<file path="src/event_timer_channel.sv">
// Shared constants and one 8-bit timer/event counter channel
`timescale 1ns/1ps

package timer_pkg;
  // ****************************************
  // Widths
  // ****************************************
  localparam int CNT_WIDTH = 8;
  localparam int PRESC_WIDTH = 12;
  localparam int SEL_WIDTH = 4;
  localparam int ADDR_WIDTH = 8;
  localparam int DATA_WIDTH = 32;
  // ****************************************
  // Clock-select encodings
  // ****************************************
  localparam logic [3:0] SEL_EXT_RISE = 4'h0;
  localparam logic [3:0] SEL_EXT_FALL = 4'h1;
  localparam logic [3:0] SEL_INT_FIRST = 4'h6;
  localparam logic [3:0] SEL_INT_TOP = 4'hF;
  localparam logic [3:0] EXP_OFFSET = 4'h5;
  localparam logic [3:0] EXP_TOP = 4'hB;
  // ****************************************
  // Register offsets
  // ****************************************
  localparam logic [7:0] ADDR_CLK_SEL = 8'h00;
  localparam logic [7:0] ADDR_OSC_MODE = 8'h04;
  localparam logic [7:0] ADDR_OUT_CTRL = 8'h08;
  localparam logic [7:0] ADDR_CMP_ONE = 8'h0C;
  localparam logic [7:0] ADDR_CMP_TWO = 8'h10;
  localparam logic [7:0] ADDR_CNT_ONE = 8'h14;
  localparam logic [7:0] ADDR_CNT_TWO = 8'h18;
  localparam logic [7:0] ADDR_RUN = 8'h1C;
  // ****************************************
  // Field positions
  // ****************************************
  localparam int CS_CH1_LSB = 0;
  localparam int CS_CH2_LSB = 4;
  localparam int OSC_BIT = 0;
  localparam int OC_OE1 = 0;
  localparam int OC_FRST1 = 2;
  localparam int OC_FSET1 = 3;
  localparam int OC_OE2 = 4;
  localparam int OC_FRST2 = 6;
  localparam int OC_FSET2 = 7;
  localparam int RUN_ONE = 0;
  localparam int RUN_TWO = 1;
  // ****************************************
  // Reset values
  // ****************************************
  localparam logic [7:0] RST_CLK_SEL = 8'h00;
  localparam logic RST_OSC = 1'b0;
  localparam logic [7:0] RST_CMP = 8'hFF;
  localparam logic [1:0] RST_RUN = 2'h0;
  localparam logic RST_OE = 1'b0;
endpackage

module event_timer_channel
  import timer_pkg::*;
#(
  parameter int CNT_W = CNT_WIDTH,
  parameter int PRESC_W = PRESC_WIDTH
) (
  input wire logic pclk,
  input wire logic presetn,
  input wire logic [PRESC_W-1:0] presc,
  input wire logic [SEL_WIDTH-1:0] clk_sel,
  input wire logic osc_mode_bit,
  input wire logic run,
  input wire logic event_pin,
  input wire logic [CNT_W-1:0] compare,
  input wire logic out_enable,
  input wire logic force_set,
  input wire logic force_reset,
  output logic [CNT_W-1:0] count_r,
  output logic irq_r,
  output logic wave_pin_r
);
  logic ev_s1_r;
  logic ev_s2_r;
  logic ev_prev_r;
  logic ext_tick;
  logic int_sel;
  logic int_tick;
  logic tick;
  logic match;
  logic wave_ff_r;
  logic [3:0] exp_w;
  logic [PRESC_W:0] mask_w;

  // ****************************************
  // Event pin synchroniser and edge pick
  // ****************************************
  always_ff @(posedge pclk or negedge presetn) begin
    if (!presetn) begin
      ev_s1_r <= 1'b0;
      ev_s2_r <= 1'b0;
      ev_prev_r <= 1'b0;
    end else begin
      ev_s1_r <= event_pin;
      ev_s2_r <= ev_s1_r;
      ev_prev_r <= ev_s2_r;
    end
  end

  // Levels held for less than one pclk period may be missed
  always_comb begin
    ext_tick = 1'b0;
    if (clk_sel == SEL_EXT_RISE) begin
      ext_tick = ev_s2_r & ~ev_prev_r;
    end else if (clk_sel == SEL_EXT_FALL) begin
      ext_tick = ~ev_s2_r & ev_prev_r;
    end
  end

  // ****************************************
  // Prescaler tap choice
  // ****************************************
  always_comb begin
    int_sel = 1'b0;
    exp_w = 4'h1;
    if (clk_sel >= SEL_INT_FIRST) begin
      int_sel = 1'b1;
      exp_w = (clk_sel == SEL_INT_TOP) ? EXP_TOP : clk_sel - EXP_OFFSET;
      if (!osc_mode_bit) begin
        exp_w = exp_w + 4'h1;
      end
    end
  end

  assign mask_w = ({{PRESC_W{1'b0}}, 1'b1} << exp_w) - {{PRESC_W{1'b0}}, 1'b1};
  // Prohibited codes give no tick at all, so the counter holds
  assign int_tick = int_sel && ((presc & mask_w[PRESC_W-1:0]) == mask_w[PRESC_W-1:0]);
  assign tick = run && (int_tick || ext_tick);
  assign match = tick && (count_r == compare);

  // ****************************************
  // Counter and match request
  // ****************************************
  always_ff @(posedge pclk or negedge presetn) begin
    if (!presetn) begin
      count_r <= '0;
    end else if (!run) begin
      count_r <= '0;
    end else if (match) begin
      count_r <= '0;
    end else if (tick) begin
      count_r <= count_r + 1'b1;
    end
  end

  always_ff @(posedge pclk or negedge presetn) begin
    if (!presetn) begin
      irq_r <= 1'b0;
    end else begin
      irq_r <= match;
    end
  end

  // ****************************************
  // Square-wave flip-flop
  // ****************************************
  always_ff @(posedge pclk or negedge presetn) begin
    if (!presetn) begin
      wave_ff_r <= 1'b0;
    end else if (force_set && !force_reset) begin
      wave_ff_r <= 1'b1;
    end else if (force_reset && !force_set) begin
      wave_ff_r <= 1'b0;
    end else if (match && out_enable) begin
      wave_ff_r <= ~wave_ff_r;
    end
  end

  // Port mode drives low when the output is disabled
  always_ff @(posedge pclk or negedge presetn) begin
    if (!presetn) begin
      wave_pin_r <= 1'b0;
    end else begin
      wave_pin_r <= wave_ff_r & out_enable;
    end
  end

  // ****************************************
  // Checks
  // ****************************************
  property p_clear_on_match;
    @(posedge pclk) disable iff (!presetn) irq_r |-> count_r == '0;
  endproperty
  a_clear_on_match: assert property (p_clear_on_match) else $error("count not zero after match");

  property p_irq_cause;
    @(posedge pclk) disable iff (!presetn) irq_r |-> $past(count_r) == $past(compare) && $past(run);
  endproperty
  a_irq_cause: assert property (p_irq_cause) else $error("irq without compare match");

  property p_step;
    @(posedge pclk) disable iff (!presetn)
      (run && $past(run) && $changed(count_r)) |-> (count_r == $past(count_r) + 1'b1) || irq_r;
  endproperty
  a_step: assert property (p_step) else $error("counter moved by other than one");

  property p_advance;
    @(posedge pclk) disable iff (!presetn) (tick && count_r != compare) |=> count_r == $past(count_r) + 1'b1;
  endproperty
  a_advance: assert property (p_advance) else $error("counter missed a tick");

  property p_ext;
    @(posedge pclk) disable iff (!presetn)
      (run && clk_sel == SEL_EXT_RISE && ev_s2_r && !ev_prev_r && count_r != compare) |=> count_r != $past(count_r);
  endproperty
  a_ext: assert property (p_ext) else $error("rising event not counted");

  property p_wave;
    @(posedge pclk) disable iff (!presetn)
      (match && out_enable && !force_set && !force_reset) |=> wave_ff_r != $past(wave_ff_r);
  endproperty
  a_wave: assert property (p_wave) else $error("wave did not toggle on match");

  property p_prohibited;
    @(posedge pclk) disable iff (!presetn)
      (clk_sel > SEL_EXT_FALL && clk_sel < SEL_INT_FIRST) |-> !int_tick && !ext_tick;
  endproperty
  a_prohibited: assert property (p_prohibited) else $error("prohibited code produced a tick");

  property p_fast_tap;
    @(posedge pclk) disable iff (!presetn)
      (int_tick && clk_sel == SEL_INT_FIRST && osc_mode_bit) ##1 (clk_sel == SEL_INT_FIRST && osc_mode_bit)
        ##1 (clk_sel == SEL_INT_FIRST && osc_mode_bit) |-> int_tick && !$past(int_tick);
  endproperty
  a_fast_tap: assert property (p_fast_tap) else $error("finest tap not two cycles");
endmodule

</file>
<file path="src/dual_8bit_event_timer.sv">
// Two 8-bit timer/event counters with square-wave outputs behind an APB slave
`timescale 1ns/1ps

// Operation
// - Channel two select codes 0000/0001 count pin edges, 0110-1111 prescaled clock.
// - Oscillation mode bit set halves every prescaler divide ratio.
// - Counters are 8 bits, compare 00H-FFH, longest interval 256 count clocks.
// - Each counter counts edges on its own event pin independently.
// - One increment per valid edge; rising or falling chosen by select code.
// - On compare equality the counter clears and its match request fires.
// - With output enable set the wave pin inverts on every match.
// - Internal half period spans 2 to 2^20 main clock periods.
// - After a match clear the counter keeps counting from zero.
// - Select bits 0-3 drive channel one, bits 4-7 channel two.
// - Force-set and force-reset bits are strobes and read back as zero.

module dual_8bit_event_timer
  import timer_pkg::*;
(
  input wire logic pclk,
  input wire logic presetn,
  input wire logic psel,
  input wire logic penable,
  input wire logic pwrite,
  input wire logic [ADDR_WIDTH-1:0] paddr,
  input wire logic [DATA_WIDTH-1:0] pwdata,
  output logic [DATA_WIDTH-1:0] prdata,
  output logic pready,
  output logic pslverr,
  input wire logic event_pin_one,
  input wire logic event_pin_two,
  output logic wave_pin_one,
  output logic wave_pin_two,
  output logic match_irq_one,
  output logic match_irq_two
);
  logic [7:0] clock_select_reg_r;
  logic osc_mode_bit_r;
  logic out_enable_one_r;
  logic out_enable_two_r;
  logic [CNT_WIDTH-1:0] compare_one_r;
  logic [CNT_WIDTH-1:0] compare_two_r;
  logic [1:0] run_r;
  logic [PRESC_WIDTH-1:0] presc_r;
  logic [CNT_WIDTH-1:0] counter_one;
  logic [CNT_WIDTH-1:0] counter_two;
  logic [DATA_WIDTH-1:0] rdata_nxt;
  logic [DATA_WIDTH-1:0] prdata_r;
  logic mapped;
  logic wr_access;
  logic oc_write;
  logic force_set_one;
  logic force_reset_one;
  logic force_set_two;
  logic force_reset_two;

  // ****************************************
  // APB decode
  // ****************************************
  // Zero-wait slave: every access completes in its first access cycle
  assign pready = 1'b1;
  always_comb begin
    case (paddr)
      ADDR_CLK_SEL, ADDR_OSC_MODE, ADDR_OUT_CTRL, ADDR_CMP_ONE, ADDR_CMP_TWO, ADDR_CNT_ONE, ADDR_CNT_TWO,
      ADDR_RUN: begin
        mapped = 1'b1;
      end
      default: begin
        mapped = 1'b0;
      end
    endcase
  end
  assign pslverr = psel && penable && !mapped;
  assign wr_access = psel && penable && pwrite && mapped;
  assign oc_write = wr_access && (paddr == ADDR_OUT_CTRL);

  // Strobes live for the write cycle only, never stored
  assign force_set_one = oc_write && pwdata[OC_FSET1];
  assign force_reset_one = oc_write && pwdata[OC_FRST1];
  assign force_set_two = oc_write && pwdata[OC_FSET2];
  assign force_reset_two = oc_write && pwdata[OC_FRST2];

  // ****************************************
  // Configuration registers
  // ****************************************
  always_ff @(posedge pclk or negedge presetn) begin
    if (!presetn) begin
      clock_select_reg_r <= RST_CLK_SEL;
      osc_mode_bit_r <= RST_OSC;
      compare_one_r <= RST_CMP;
      compare_two_r <= RST_CMP;
      run_r <= RST_RUN;
    end else if (wr_access) begin
      case (paddr)
        ADDR_CLK_SEL: begin
          clock_select_reg_r <= pwdata[7:0];
        end
        ADDR_OSC_MODE: begin
          osc_mode_bit_r <= pwdata[OSC_BIT];
        end
        ADDR_CMP_ONE: begin
          compare_one_r <= pwdata[CNT_WIDTH-1:0];
        end
        ADDR_CMP_TWO: begin
          compare_two_r <= pwdata[CNT_WIDTH-1:0];
        end
        ADDR_RUN: begin
          run_r <= pwdata[1:0];
        end
        default: begin
          run_r <= run_r;
        end
      endcase
    end
  end

  // Output control is not guarded against writes while running
  always_ff @(posedge pclk or negedge presetn) begin
    if (!presetn) begin
      out_enable_one_r <= RST_OE;
      out_enable_two_r <= RST_OE;
    end else if (oc_write) begin
      out_enable_one_r <= pwdata[OC_OE1];
      out_enable_two_r <= pwdata[OC_OE2];
    end
  end

  // ****************************************
  // Shared prescaler
  // ****************************************
  // Free running so both channels see a common phase
  always_ff @(posedge pclk or negedge presetn) begin
    if (!presetn) begin
      presc_r <= '0;
    end else begin
      presc_r <= presc_r + 1'b1;
    end
  end

  // ****************************************
  // Channels
  // ****************************************
  event_timer_channel u_ch_one (
    .pclk(pclk),
    .presetn(presetn),
    .presc(presc_r),
    .clk_sel(clock_select_reg_r[CS_CH1_LSB +: SEL_WIDTH]),
    .osc_mode_bit(osc_mode_bit_r),
    .run(run_r[RUN_ONE]),
    .event_pin(event_pin_one),
    .compare(compare_one_r),
    .out_enable(out_enable_one_r),
    .force_set(force_set_one),
    .force_reset(force_reset_one),
    .count_r(counter_one),
    .irq_r(match_irq_one),
    .wave_pin_r(wave_pin_one)
  );

  event_timer_channel u_ch_two (
    .pclk(pclk),
    .presetn(presetn),
    .presc(presc_r),
    .clk_sel(clock_select_reg_r[CS_CH2_LSB +: SEL_WIDTH]),
    .osc_mode_bit(osc_mode_bit_r),
    .run(run_r[RUN_TWO]),
    .event_pin(event_pin_two),
    .compare(compare_two_r),
    .out_enable(out_enable_two_r),
    .force_set(force_set_two),
    .force_reset(force_reset_two),
    .count_r(counter_two),
    .irq_r(match_irq_two),
    .wave_pin_r(wave_pin_two)
  );

  // ****************************************
  // Read path
  // ****************************************
  always_comb begin
    rdata_nxt = '0;
    case (paddr)
      ADDR_CLK_SEL: begin
        rdata_nxt[7:0] = clock_select_reg_r;
      end
      ADDR_OSC_MODE: begin
        rdata_nxt[OSC_BIT] = osc_mode_bit_r;
      end
      ADDR_OUT_CTRL: begin
        rdata_nxt[OC_OE1] = out_enable_one_r;
        rdata_nxt[OC_OE2] = out_enable_two_r;
      end
      ADDR_CMP_ONE: begin
        rdata_nxt[CNT_WIDTH-1:0] = compare_one_r;
      end
      ADDR_CMP_TWO: begin
        rdata_nxt[CNT_WIDTH-1:0] = compare_two_r;
      end
      ADDR_CNT_ONE: begin
        rdata_nxt[CNT_WIDTH-1:0] = counter_one;
      end
      ADDR_CNT_TWO: begin
        rdata_nxt[CNT_WIDTH-1:0] = counter_two;
      end
      ADDR_RUN: begin
        rdata_nxt[1:0] = run_r;
      end
      default: begin
        rdata_nxt = '0;
      end
    endcase
  end

  // Captured in the setup cycle so prdata is a flop in the access cycle
  always_ff @(posedge pclk or negedge presetn) begin
    if (!presetn) begin
      prdata_r <= '0;
    end else if (psel && !penable) begin
      prdata_r <= rdata_nxt;
    end
  end
  assign prdata = prdata_r;

  // ****************************************
  // Checks
  // ****************************************
  property p_strobe_read;
    @(posedge pclk) disable iff (!presetn)
      (psel && !penable && !pwrite && paddr == ADDR_OUT_CTRL)
        |=> prdata[OC_FSET1] == 1'b0 && prdata[OC_FRST1] == 1'b0 && prdata[OC_FSET2] == 1'b0
            && prdata[OC_FRST2] == 1'b0;
  endproperty
  a_strobe_read: assert property (p_strobe_read) else $error("force strobe read back nonzero");

  property p_sel_write;
    @(posedge pclk) disable iff (!presetn)
      (psel && penable && pwrite && paddr == ADDR_CLK_SEL) |=> clock_select_reg_r == $past(pwdata[7:0]);
  endproperty
  a_sel_write: assert property (p_sel_write) else $error("clock select write lost");

  property p_stopped_clear;
    @(posedge pclk) disable iff (!presetn)
      !run_r[RUN_ONE] ##1 !run_r[RUN_ONE] |-> counter_one == '0 && !match_irq_one;
  endproperty
  a_stopped_clear: assert property (p_stopped_clear) else $error("stopped counter not clear");

  property p_unmapped;
    @(posedge pclk) disable iff (!presetn) (psel && penable && !mapped) |-> pslverr && pready;
  endproperty
  a_unmapped: assert property (p_unmapped) else $error("unmapped access not flagged");
endmodule

</file>
<file path="config.mk">
export PLATFORM = sky130hd
export DESIGN_NAME = dual_8bit_event_timer
export DESIGN_NICKNAME = d
export VERILOG_FILES = /design/src/event_timer_channel.sv /design/src/dual_8bit_event_timer.sv
export SDC_FILE = /design/constraint.sdc
export NUM_CORES = 1
export LEC_CHECK = 0
export ABC_CLOCK_PERIOD_IN_PS = 12560
export BUFFER_PORTS_ARGS = -buffer_cell sky130_fd_sc_hd__buf_2
export CAP_MARGIN = 10
export CORE_MARGIN = 3
export CORE_UTILIZATION = 58
export CTS_CLUSTER_DIAMETER = 50
export CTS_CLUSTER_SIZE = 10
export DETAILED_ROUTE_END_ITERATION = 16
export GPL_ROUTABILITY_DRIVEN = 0
export GPL_TIMING_DRIVEN = 0
export HOLD_SLACK_MARGIN = 0.15
export PLACE_DENSITY = 0.86
export SLEW_MARGIN = 20
export SYNTH_ARGS = -nofsm -noshare
export SYNTH_HDL_FRONTEND = slang
export SYNTH_SLANG_ARGS = --single-unit
</file>
<file path="constraint.sdc">
create_clock -name pclk -period 12.56 [get_ports pclk]
set_input_delay 1.256 -clock pclk [delete_from_list [all_inputs] [get_ports pclk]]
set_output_delay 1.256 -clock pclk [all_outputs]
set_load 0.01 [all_outputs]
</file>
After elaboration in Yosys (flattened, before gate mapping)

Memory sizes are Yosys's and may differ from the RTL's.
Index checks and enable logic that the tools add are counted.

Register bits after elaboration: 77
ROM bits: 32
Input bits: 47
Output and inout port bits: 38
Logic and storage cells: 139
Memories: 1

Add/sub/neg operators: 9
Magnitude comparators: 2
Equality and inequality tests: 17
Shift-type cells: 2
Muxes and demuxes: 30
Bitwise operators: 14
Reductions and logical operators: 41

Memory list:

| name            | depth | width | read ports | clocked after memory_dff | wr ports | RTL line                    | RTL |
|---|---|---|---|---|---|---|---|
| (no name shown) | 32    | 1     | 1          | 0                        | 0        | dual_8bit_event_timer.sv:63 | `case (paddr)` |

Operators by type and width:

| kind                                                | count |
|---|---|
| 2-to-1 mux 8 bit                                    | 6 |
| equality test 8 x 5 -> 1 bit, second input constant | 4 |
| AND 12 bit                                          | 2 |
| equality test 12 bit                                | 2 |
| 2-to-1 mux 4 bit                                    | 6 |
| left shift 1 x 4 -> 12 bit, first input constant    | 2 |
| subtractor 12 x 1 -> 12 bit, second input constant  | 2 |
| logical AND 1 bit                                   | 22 |
| adder 8 x 1 -> 8 bit, second input constant         | 2 |
| equality test 8 x 4 -> 1 bit, second input constant | 2 |
| equality test 8 bit                                 | 2 |
| one-hot mux 3 bit (5 select lines)                  | 1 |
| 2-to-1 mux 1 bit                                    | 13 |
| adder 12 x 1 -> 12 bit, second input constant       | 1 |
| one-hot mux 1 bit (6 select lines)                  | 2 |
| one-hot mux 2 bit (5 select lines)                  | 1 |
| AND reduction 2 bit                                 | 5 |
| adder 4 x 1 -> 4 bit, second input constant         | 2 |
| equality test 4 x 1 -> 1 bit, second input constant | 2 |
| equality test 4 bit, second input constant          | 2 |
| equality test 8 x 3 -> 1 bit, second input constant | 1 |
| >= comparator 4 x 3 -> 1 bit, second input constant | 2 |
| logical NOT 4 bit                                   | 2 |
| logical NOT 8 bit                                   | 1 |
| other kinds (9)                                     | 28 |

Longest topological paths before layout

Gate-level depths: netlist of run 1.

Depth after elaboration: 17
Depth in mapped cells: 21
Depth with buffers taken out: 18

Hierarchy

Synthesis of run 1 repeated with hierarchy kept, for this count alone.

Cells, all modules: 624
Area, all modules: 5834.3 µm²

By module, submodules not included:

| module                | times used | cells each | area an instance (µm²) | seq. area each (µm²) |
|---|---|---|---|---|
| event_timer_channel   | 2          | 202        | 1624.1                 | 350.3 |
| dual_8bit_event_timer | 1          | 220        | 2586.2                 | 1246.2 |

Worst setup path before layout of run 1

No wires, ideal clock.

Kind: reg2reg
Start: reg clock_select_reg_r[1]
End: reg u_ch_one.count_r[0]
Library setup time: 0.125 ns
Arrival: 4.260 ns
Data required time: 12.435 ns
Path slack: 8.175 ns
Stages on the path, launching flop included: 18
Buffers on the path: 1
Clock period less this slack: 4.385 ns
Path through: dfrtp_1 ha_1 and3_1 or2b_1 ha_1 nor2b_1 nor2_1 clkbuf_1 and3_1 o21ai_0 ha_1 inv_1 nor2_1 or4_1 a221o_1 a41oi_4 nor2_2 mux2_2

Word-level cells in the longest chain between the ends: 15
Elaborated cells between the ends (all ways): 23
Classes of those cells: 3 x add/sub; 1 x order compare; 4 x eq/ne; 1 x shift; 8 x mux; 1 x bitwise; 5 x reduce/logical

RTL lines:

| element                                                          | RTL line                    | RTL |
|---|---|---|
| from (decl)                                                      | dual_8bit_event_timer.sv:37 | `logic [7:0] clock_select_reg_r;` |
| from (signal assigned)                                           | dual_8bit_event_timer.sv:96 | `clock_select_reg_r <= pwdata[7:0];` |
| subtractor 4 x 3 -> 4 bit or equality test 4 bit (tied branches) | event_timer_channel.sv:123  | `exp_w = (clk_sel == SEL_INT_TOP) ? EXP_TOP : clk_sel - EXP_OFFSET;` |
| 2-to-1 mux 4 bit                                                 | event_timer_channel.sv:123  |  |
| adder 4 x 1 -> 4 bit                                             | event_timer_channel.sv:125  | `exp_w = exp_w + 4'h1;` |
| 2-to-1 mux 4 bit                                                 | event_timer_channel.sv:124  | `if (!osc_mode_bit) begin` |
| 2-to-1 mux 4 bit                                                 | event_timer_channel.sv:121  | `if (clk_sel >= SEL_INT_FIRST) begin` |
| left shift 1 x 4 -> 12 bit                                       | event_timer_channel.sv:130  | `assign mask_w = ({{PRESC_W{1'b0}}, 1'b1} << exp_w) - {{PRESC_W{1'b0}}, 1'b1};` |
| subtractor 12 x 1 -> 12 bit                                      | event_timer_channel.sv:130  |  |
| AND 12 bit                                                       | event_timer_channel.sv:132  | `assign int_tick = int_sel && ((presc & mask_w[PRESC_W-1:0]) == mask_w[PRESC_W-1:0]);` |
| equality test 12 bit                                             | event_timer_channel.sv:132  |  |
| logical AND 1 bit                                                | event_timer_channel.sv:132  |  |
| logical OR 1 bit *                                               | event_timer_channel.sv:133  | `assign tick = run && (int_tick \|\| ext_tick);` |
| logical AND 1 bit *                                              | event_timer_channel.sv:133  |  |
| logical AND 1 bit                                                | event_timer_channel.sv:134  | `assign match = tick && (count_r == compare);` |
| 2-to-1 mux 8 bit                                                 | event_timer_channel.sv:144  | `end else if (match) begin` |
| 2-to-1 mux 8 bit                                                 | event_timer_channel.sv:142  | `end else if (!run) begin` |
| to (signal assigned)                                             | event_timer_channel.sv:147  | `count_r <= count_r + 1'b1;` |
| to (decl)                                                        | event_timer_channel.sv:74   | `output logic [CNT_W-1:0] count_r,` |

Mark *: on every way between the ends. The rest lies on a longest branch, timed or not.
A chain may end at the register's enable or synchronous reset.

Worst setup path in the final report of run 1

Start: reg clock_select_reg_r[1]
End: reg u_ch_one.count_r[5]

Same word-level chain as after synthesis.

==> reports/summary.txt, run 1 <==
Fill count - 627
Sequential share of the synthesized area - 37.5%
Rows - 33
Startpoint type of the worst setup path - flip-flop
Run status - completed
Crit-path slowest cell - dfrtp_1
Max Buffers Root-to-Sink - 2
CP Capture Type - flip-flop
DR pass1 iterations - 8
Detailed Place HPWL - 9470 microns
Layout cell share with drive strength beyond 1 - 22.4%
DR vias/cell - 6.26
CP arrival - 5.44 ns
Die height - 101 microns
Min Clock Period, post-route - 5.17 ns
Clock sinks - 77
Starting Density - 61.4%
Final hold violations - 0
CP cell instances - ha_1 -> and3_1 -> or2b_1 -> ha_1 -> nor2b_1 -> nor2_1 -> clkbuf_1 -> and3_1 -> o21ai_0 -> ha_1 -> o221ai_1 -> a211oi_1 -> o2111ai_1 -> a2111oi_2 -> a41oi_4 -> nor2_2 -> o21ai_0 -> a31oi_1
GRT Residual Overflow - 0
Share of flip-flops with an asynchronous set or reset - 100%
Hold Path Class - reg -> reg
Mapped Area - 5200 sq um
Initial antenna violation count - 0
Num CTS Buffers - 9
Crit path largest cell delay - 0.50 ns
Finished Layout Cells - 739
Yosys warnings - 0
Synth cell types - 66
First-pass GRT wire length - 21,400 microns
Min Hold Slack - 0.359 ns
Max_cap viols - 0
Worst slew pin tran - 1.10 ns
Max-slew violations - 0
Final Net Count - 691
CTS tree - done
WL/cell - 17.3 microns
Period utilization - 41.1%
PostCTS Resize Cnt - 0
I/O Pins - 85
Rel. slew slack - 26.3%
Share of the synthesized area in the top cell type - 29.4%
Main synth FF type - dfrtp_1
Drc violations - 0
Initial DRC Count - 410
Vias in the first global route - 4,407
Full die area - 10,100 sq um
Clk_skew - 0.0175 ns
Area grow syn2layout - 13.0%
Commonest non-fill, non-tap cell in the layout - dfrtp_1
Fmax - 0.194 GHz
Number of synthesized flops with an enable pin - 0
Setup bufs post-CTS - 0
Fin Setup TNS - 0 ns
Cts hold-fix bufs - 0
P per Cell Area - 85.2 nW/um^2
Crit Path Category - reg -> reg
Gate Count Post-Synth - 558
Final ANT Viol Nets - 0
Die span in x - 101 microns
Buffer and inverter count on the worst path - 1
Lkg Pwr - 2.71 nW
Placed cells - 723
Most frequent cells in the layout - 61 x dfrtp_1, 41 x nand2_1, 38 x buf_2
Critical path required time - 12.84 ns
Largest net degree at the start of global routing - 60
Highest net fanout along the worst path - 10
CP delay by family, top - compound AO/OA/AOI/OAI gates
Buffers on Ports - 34
CP most frequent cell - ha_1
Later-pin clock latency in the skew report - 0.37 ns
Cell taking the most area after synthesis - dfrtp_1
Total Wirelength - 12,800 microns
Reg clk slew, reported paths - 0.09 ns
N_diodes - 0
RSZ-0062 raised after global routing - false
Via count - 4,624
Synth top area cells - dfrtp_1 29%, dfstp_2 8.1%, mux2_2 5.6%
VDD IR-drop max - 0.0659 mV
GRT Resource Usage Total - 26.2%
Reg2reg setup slack - 7.39 ns
Htree depth - 3
Clk root buf - clkbuf_8
Post-Syn Area per Cell - 9.31 sq um
Core ar. - 8460 sq um
#FFs+latches synth - 77
Setup violations, final - 0
[Yosys cell counts, types with 9 or more instances]
library cell,instances
o21ai_0,26
dfrtp_1,61
xnor2_1,14
nor2_1,32
clkbuf_1,15
mux2_2,26
or3_1,9
a31oi_1,9
dfstp_2,16
xor2_1,23
inv_1,18
a22oi_1,17
nand2b_1,10
nor3_1,19
a21o_1,13
nand2_1,41
nand3_1,27
nor4_1,12
ha_1,15
buf_4,25
a21oi_1,16
[where the power goes]
group | total (mW) | internal (mW) | switching [mW]
sequential | 0.250 | 0.249 | 0.000659
clock | 0.224 | 0.117 | 0.107
combinational | 0.0269 | 0.0102 | 0.0167
total | 0.501 | 0.377 | 0.124
[flip-flops by register name, summed over array words and instances (netlist names), 2 cells and up]
| register | flops |
|---|---|
| clock_select_reg_r | 8 |
| compare_one_r | 8 |
| compare_two_r | 8 |
| prdata | 8 |
| presc_r | 12 |
| run_r | 2 |
| u_ch_one.count_r | 8 |
| u_ch_two.count_r | 8 |
[per-layer routing]
layer	GRT usage [%]	wire (microns)
met1	36.1	5390
met2	41.6	5970
met5	0	0
met4	9.22	362
met3	4.57	1050
[worst paths after layout]
check,from,to,cells past startpoint
max,clock_select_reg_r[1]$_DFFE_PN0P_,u_ch_one.count_r[5]$_DFFE_PN0P_,18
min,u_ch_one.ev_s1_r$_DFF_PN0_,u_ch_one.ev_s2_r$_DFF_PN0_,0
max reg2reg,clock_select_reg_r[1]$_DFFE_PN0P_,u_ch_one.count_r[5]$_DFFE_PN0P_,18
min reg2reg,u_ch_one.ev_s1_r$_DFF_PN0_,u_ch_one.ev_s2_r$_DFF_PN0_,0
max in group asynchronous,presetn,compare_two_r[0]$_DFFE_PN1P_,2
min in group asynchronous,presetn,presc_r[3]$_DFF_PN0_,1
[layout make-up]
type | instances | area (sq um) | area share [%]
Inverter | 18 | 67.6 | 1.15
Clock buffer | 9 | 124 | 2.11
Timing Repair Buffer | 37 | 213 | 3.62
Sequential cell | 77 | 1950 | 33.1
Clock inverter | 7 | 111 | 1.90
Tap cell | 105 | 131 | 2.24
Buffer | 47 | 290 | 4.94
Multi-Input combinational cell | 439 | 2990 | 50.9
[metrics by stage]
stage	utilization, %	cell area [sq um]	power (mW)	setup WS, ns
CTS	69.4	5880	0.503	7.42
detailed placement	66.6	5640	0.281	7.49
finish	69.4	5880	0.501	7.39
global placement	66.0	5590	0.279	7.64
global route	69.4	5880	0.516	7.10
floorplan	-	5280	0.268	8.18
[logic make-up after synthesis]
kind of cell               count (synthesis)  synth area share [%]
DFF                                       77                  37.5
other                                      2                 0.144
and+or+nand+nor                          189                  18.5
adders and majority gates                 15                  3.61
buffers and inverters                     65                  6.88
AOI/OAI and AO/OA                        143                  20.6
muxes                                     29                  6.21
xor gates and xnor gates                  38                  6.55
(Power assumes the default switching activity.)
==> run 2, diff against run 1 <==
--- a/config.mk
+++ b/config.mk
@@ -5,18 +5,18 @@
 export SDC_FILE = /design/constraint.sdc
 export NUM_CORES = 1
 export LEC_CHECK = 0
-export ABC_CLOCK_PERIOD_IN_PS = 12560
+export ABC_CLOCK_PERIOD_IN_PS = 4600
 export BUFFER_PORTS_ARGS = -buffer_cell sky130_fd_sc_hd__buf_2
 export CAP_MARGIN = 10
 export CORE_MARGIN = 3
-export CORE_UTILIZATION = 58
+export CORE_UTILIZATION = 52
 export CTS_CLUSTER_DIAMETER = 50
 export CTS_CLUSTER_SIZE = 10
 export DETAILED_ROUTE_END_ITERATION = 16
 export GPL_ROUTABILITY_DRIVEN = 0
 export GPL_TIMING_DRIVEN = 0
 export HOLD_SLACK_MARGIN = 0.15
-export PLACE_DENSITY = 0.86
+export PLACE_DENSITY = 0.81
 export SLEW_MARGIN = 20
 export SYNTH_ARGS = -nofsm -noshare
 export SYNTH_HDL_FRONTEND = slang
==> constraint.sdc (replaced) <==
create_clock -name pclk -period 4.6 [get_ports pclk]
set_input_delay 0.46 -clock pclk [delete_from_list [all_inputs] [get_ports pclk]]
set_output_delay 0.46 -clock pclk [all_outputs]
set_load 0.01 [all_outputs]
==> reports/summary.txt, run 2 (same netlist as run 1, synthesis figures left out) <==
Clk root buf - clkbuf_8
P per Cell Area - 221 nW/um^2 (+160%)
GRT Resource Usage Total - 23.8% (-2.4 points)
Design area - 5960 sq um (+1.5%)
Final Net Count - 696 (+0.72%)
Max-slew violations - 0 (unchanged)
Reg with most FFs - presc_r
Lkg Pwr - 2.73 nW (+0.61%)
Area grow syn2layout - 14.7%
Die height - 106 microns (+5.3%)
Crit Path Category - reg -> reg
Rows - 35 (+6.1%)
N_diodes - 0 (unchanged)
Clk_skew - 0.0123 ns (-0.00517 ns)
Layout Utilization - 63.0% (-6.4 points)
Max_cap viols - 0 (unchanged)
Largest net degree at the start of global routing - 41 (-32%)
Fill count - 792 (+26%)
Full die area - 11,200 sq um (+11%)
Max Buffers Root-to-Sink - 2 (unchanged)
Hold Path Depth - 1 (+1)
Min Hold Slack - 0.214 ns (-0.144 ns)
Tot Pwr - 1.32 mW (+160%)
RSZ-0062 raised after global routing - false
Placed cells - 747 (+3.3%)
Post-Route M1 WL - 5420 microns (+0.52%)
Buffers on Ports - 34 (unchanged)
Rel. slew slack - 28.3% (+2.0 points)
Setup violations, final - 0 (unchanged)
VDD IR-drop max - 0.166 mV (+150%)
Min Clock Period, post-route - 4.40 ns (-0.763 ns)
Clock sinks - 77 (unchanged)
Htree depth - 3 (unchanged)
Metal2 WL - 6100 microns (+2.1%)
Commonest non-fill, non-tap cell in the layout - dfrtp_1
Instance area at placement - 5660 sq um (+0.40%)
DR vias/cell - 6.17 (-1.4%)
Most frequent cells in the layout - 60 x dfrtp_1, 41 x nand2_1, 38 x buf_2
Max FFs per register - 12 (unchanged)
Initial DRC Count - 396 (-3.4%)
GRT Residual Overflow - 0 (unchanged)
Layout cell share with drive strength beyond 1 - 24.3% (+1.9 points)
Vias in the first global route - 4,547 (+3.2%)
WL met3 - 1200 microns (+14%)
Critical path required time - 4.90 ns (-7.94 ns)
Period utilization - 95.7% (+55 points)
Top sig layer - met4
Core ar. - 9460 sq um (+12%)
CP Capture Type - flip-flop
Later-pin clock latency in the skew report - 0.36 ns (about the same)
Die span in x - 106 microns (+5.3%)
Starting Density - 54.9% (-6.5 points)
Detailed Place HPWL - 9510 microns (+0.46%)
Drc violations - 0 (unchanged)
CTS tree - done
Finished Layout Cells - 767 (+3.8%)
Post-route setup slack - 0.197 ns (-7.20 ns)
Startpoint type of the worst setup path - flip-flop
Initial antenna violation count - 0 (unchanged)
First-pass GRT wire length - 21,900 microns (+2.3%)
I/O Pins - 85 (unchanged)
WL/cell - 17.0 microns (-1.7%)
Num CTS Buffers - 9 (unchanged)
CP arrival - 4.70 ns (-0.74 ns)
DR pass1 iterations - 5 (-3)
DP Worst Slack - -0.387 ns (-7.87 ns)
Via count - 4,732 (+2.3%)
Fin Setup TNS - 0 ns (unchanged)
Worst Reg-to-Reg Cells - 18 (unchanged)
Fmax - 0.227 GHz (+17%)
Total Wirelength - 13,000 microns (+2.0%)
Hold Path Class - in -> reg
Reg clk slew, reported paths - 0.08 ns (about the same)
Run status - completed
Worst slew pin tran - 1.07 ns (-0.0294 ns)
Final ANT Viol Nets - 0 (unchanged)
Highest net fanout along the worst path - 10 (unchanged)
Final hold violations - 0 (unchanged)
[run 2: cell types whose count changed in the layout (fill, tap and decap cells not counted), sizes merged]
| cell | change |
|---|---|
| buf | +6 |
| clkbuf | -2 |
| clkinv | +3 |
| dlygate4sd3 | +1 |
| inv | -4 |
[run 2: metal layers]
metal  vias up  GRT usage, %
li1       2163             -
met3        40          4.61
met2       271          37.0
met5         -             0
met1      2258          33.3
met4         0          8.14
[run 2: area by class of cell]
| type | count | area [sq um] | share of cell area (%) |
|---|---|---|---|
| multi-input cells | 439 | 3030 | 50.8 |
| repair buffers | 43 | 253 | 4.24 |
| clock buffers | 9 | 124 | 2.08 |
| well taps | 129 | 161 | 2.71 |
| flip-flops and latches | 77 | 1950 | 32.7 |
| clock inverters | 6 | 87.6 | 1.47 |
| inverters | 18 | 67.6 | 1.13 |
| plain buffers | 46 | 294 | 4.93 |
[run 2: path summary, 6_finish.rpt]
kind / start / end / slack (ns)
max: clock_select_reg_r[1]$_DFFE_PN0P_ / u_ch_one.count_r[1]$_DFFE_PN0P_ / 0.20
min: event_pin_two / u_ch_two.ev_s1_r$_DFF_PN0_ / 0.21
max reg2reg: clock_select_reg_r[1]$_DFFE_PN0P_ / u_ch_one.count_r[1]$_DFFE_PN0P_ / 0.20
min reg2reg: u_ch_two.ev_s1_r$_DFF_PN0_ / u_ch_two.ev_s2_r$_DFF_PN0_ / 0.35
max in group asynchronous: presetn / compare_two_r[7]$_DFFE_PN1P_ / 3.32
min in group asynchronous: presetn / presc_r[8]$_DFF_PN0_ / 0.62
[run 2: worst max-delay path, cell delays in order, from the launching register on]
cell     delay, ns
dfrtp_2       0.46
ha_2          0.22
and3_1        0.22
or2b_1        0.24
ha_1          0.33
nor2b_1       0.16
nor2_2        0.17
buf_6         0.17
and3_1        0.18
o21ai_0       0.10
ha_2          0.26
inv_2         0.09
nor2_1        0.06
or4_1         0.51
a221o_1       0.34
a41oi_4       0.37
and2_1        0.20
buf_6         0.13
a22o_1        0.14
[run 2: report_power, final]
part	total (mW)	internal [mW]	leakage, nW	switching [mW]
Clock	0.563	0.304	0.109	0.260
Combinational	0.0736	0.0278	1.66	0.0457
Sequential	0.682	0.680	0.957	0.00170
Total	1.32	1.01	2.73	0.307
[run 2: timing repair]
| action | 4_1_cts | 5_1_grt |
|---|---|---|
| resized for setup | 5 | 10 |
| hold buffers | 1 | 0 |
| endpoints found under the hold margin | 34 | 0 |
| endpoints found under the setup margin | 10 | 9 |
| pin swaps | 3 | 2 |
| buffers inserted | 2 | 3 |
==> run 3, diff against run 2 <==
--- a/config.mk
+++ b/config.mk
@@ -8,6 +8,7 @@
 export ABC_CLOCK_PERIOD_IN_PS = 4600
 export BUFFER_PORTS_ARGS = -buffer_cell sky130_fd_sc_hd__buf_2
 export CAP_MARGIN = 10
+export CORE_ASPECT_RATIO = 0.75
 export CORE_MARGIN = 3
 export CORE_UTILIZATION = 52
 export CTS_CLUSTER_DIAMETER = 50
==> reports/summary.txt, run 3 (same netlist as run 1, synthesis figures left out) <==
Tot Pwr - 1.47 mW (+12%)
Critical path required time - 4.83 ns (-0.07 ns)
Buffer and inverter count on the worst path - 3 (unchanged)
Final Net Count - 698 (+0.29%)
Htree depth - 3 (unchanged)
Worst Reg-to-Reg Cells - 19 (+1)
Min Hold Slack - 0.223 ns (+0.00849 ns)
Lkg Pwr - 2.79 nW (+2.1%)
Layout Utilization - 65.0% (+2.0 points)
Vias in the first global route - 4,467 (-1.8%)
Fin Setup TNS - 0 ns (unchanged)
Min Clock Period, post-route - 4.45 ns (+0.0503 ns)
Period utilization - 96.8% (+1.1 points)
Max-slew violations - 0 (unchanged)
P per Cell Area - 241 nW/um^2 (+9.2%)
Worst slew pin tran - 1.06 ns (-0.00418 ns)
Buffers on Ports - 34 (unchanged)
Layout cell share with drive strength beyond 1 - 25.0% (+0.67 points)
Crit Path Category - reg -> reg
Most frequent cells in the layout - 60 x dfrtp_1, 41 x nand2_1, 38 x buf_2
Crit-path slowest cell - dfrtp_2
Reg clk slew, reported paths - 0.06 ns (-0.02 ns)
CP delay by family, top - compound AO/OA/AOI/OAI gates
Hold Path Class - in -> reg
Die height - 92.6 microns (-13%)
Fill count - 764 (-3.5%)
Total Wirelength - 13,700 microns (+4.7%)
Starting Density - 55.4% (+0.44 points)
Worst R2R Start - clock_select_reg_r[1]$_DFFE_PN0P_
WP depth - 19 (+1)
WL/cell - 17.8 microns (+4.4%)
Max Buffers Root-to-Sink - 2 (unchanged)
Reg with most FFs - presc_r
Initial antenna violation count - 0 (unchanged)
Full die area - 11,200 sq um (+0.11%)
Detailed Place HPWL - 9920 microns (+4.2%)
Largest net degree at the start of global routing - 57 (+39%)
Area grow syn2layout - 17.4%
Instance area at placement - 5670 sq um (+0.11%)
Rel. slew slack - 28.6% (+0.28 points)
Design area - 6100 sq um (+2.3%)
Drc violations - 0 (unchanged)
Crit path largest cell delay - 0.45 ns (-0.06 ns)
VDD IR-drop max - 0.184 mV (+11%)
Clock sinks - 77 (unchanged)
Rows - 30 (-14%)
Reg2reg setup slack - 0.15 ns (-0.05 ns)
FF+latch area - 1950 sq um (unchanged)
CP Capture Type - flip-flop
Max_cap viols - 0 (unchanged)
Fmax - 0.225 GHz (-1.1%)
First-pass GRT wire length - 22,600 microns (+2.9%)
Startpoint type of the worst setup path - flip-flop
Endpoint of the most critical register-to-register path - u_ch_one.count_r[0]$_DFFE_PN0P_
GRT Residual Overflow - 0 (unchanged)
Clk_skew - 0.00823 ns (-0.00408 ns)
Highest net fanout along the worst path - 8 (-2)
Run status - completed
Commonest non-fill, non-tap cell in the layout - dfrtp_1
Hold Path Depth - 1 (unchanged)
CP cell instances - ha_2 -> and3_1 -> or2b_1 -> ha_1 -> nor2b_1 -> nor2_2 -> buf_6 -> and3_1 -> o21ai_0 -> ha_2 -> o221ai_1 -> a211oi_2 -> o2111ai_2 -> a2111oi_4 -> a41oi_4 -> buf_12 -> and2_1 -> buf_6 -> mux2_2
DR pass1 iterations - 5 (unchanged)
CTS tree - done
Setup violations, final - 0 (unchanged)
Max FFs per register - 12 (unchanged)
Num CTS Buffers - 9 (unchanged)
GRT Resource Usage Total - 25.1% (+1.3 points)
Initial DRC Count - 508 (+28%)
I/O Pins - 85 (unchanged)
CP Capture Point - u_ch_one.count_r[0]$_DFFE_PN0P_
Footprint of the multi-input gates - 3040 sq um (+0.50%)
Die span in x - 121 microns (+15%)
Via count - 4,705 (-0.57%)
CP arrival - 4.68 ns (-0.02 ns)
N_diodes - 0 (unchanged)
Final hold violations - 0 (unchanged)
Clk root buf - clkbuf_16
Worst Setup SP - clock_select_reg_r[1]$_DFFE_PN0P_
Final ANT Viol Nets - 0 (unchanged)
Later-pin clock latency in the skew report - 0.34 ns (-0.02 ns)
DR vias/cell - 6.12 (-0.83%)
Core ar. - 9380 sq um (-0.79%)
-- run 3: final cells by class --
| type | instances | area share (%) |
|---|---|---|
| plain buffers | 46 | 4.82 |
| clock buffers | 9 | 3.69 |
| clock inverters | 7 | 1.21 |
| inverters | 18 | 1.11 |
| multi-input cells | 439 | 49.9 |
| flip-flops and latches | 77 | 31.9 |
| well taps | 128 | 2.63 |
| repair buffers | 45 | 4.72 |
-- run 3: layer usage --
layer,GRT usage (%),part of all wire (%),vias up
met2,36.9,44,281
met1,37.0,44,2229
li1,-,-,2166
met5,0,0,-
met3,5.37,9.8,29
met4,7.37,1.9,0
-- run 3: worst min-delay path by stage --
stage / startpoint / endpoint
CTS: event_pin_one / u_ch_one.ev_s1_r$_DFF_PN0_
floorplan: presetn / clock_select_reg_r[0]$_DFFE_PN0P_
global placement: u_ch_one.ev_s1_r$_DFF_PN0_ / u_ch_one.ev_s2_r$_DFF_PN0_
global route: event_pin_one / u_ch_one.ev_s1_r$_DFF_PN0_
detailed placement: u_ch_two.ev_s1_r$_DFF_PN0_ / u_ch_two.ev_s2_r$_DFF_PN0_
finish: event_pin_one / u_ch_one.ev_s1_r$_DFF_PN0_
-- run 3: report_power, final --
group / total [mW] / switching (mW) / internal, mW
Clock: 0.716 / 0.293 / 0.423
Sequential: 0.683 / 0.00177 / 0.681
Combinational: 0.0744 / 0.0456 / 0.0287
Total: 1.47 / 0.340 / 1.13
-- run 3: metrics by stage --
step	worst slack, ns	instances
2_1_floorplan	0.215	581
3_3_place_gp	-0.260	743
3_5_place_dp	-0.476	746
4_1_cts	0.0364	764
5_1_grt	-0.0802	769
6_report	0.147	769
-- run 3: what timing repair did --
action                     in CTS  in global routing
hold endpoints to repair       21                  0
buffers inserted                2                  5
hold buffers                    1                  0
gates resized for setup         7                 10
pin swaps                       3                  5
setup endpoints to repair      10                 10
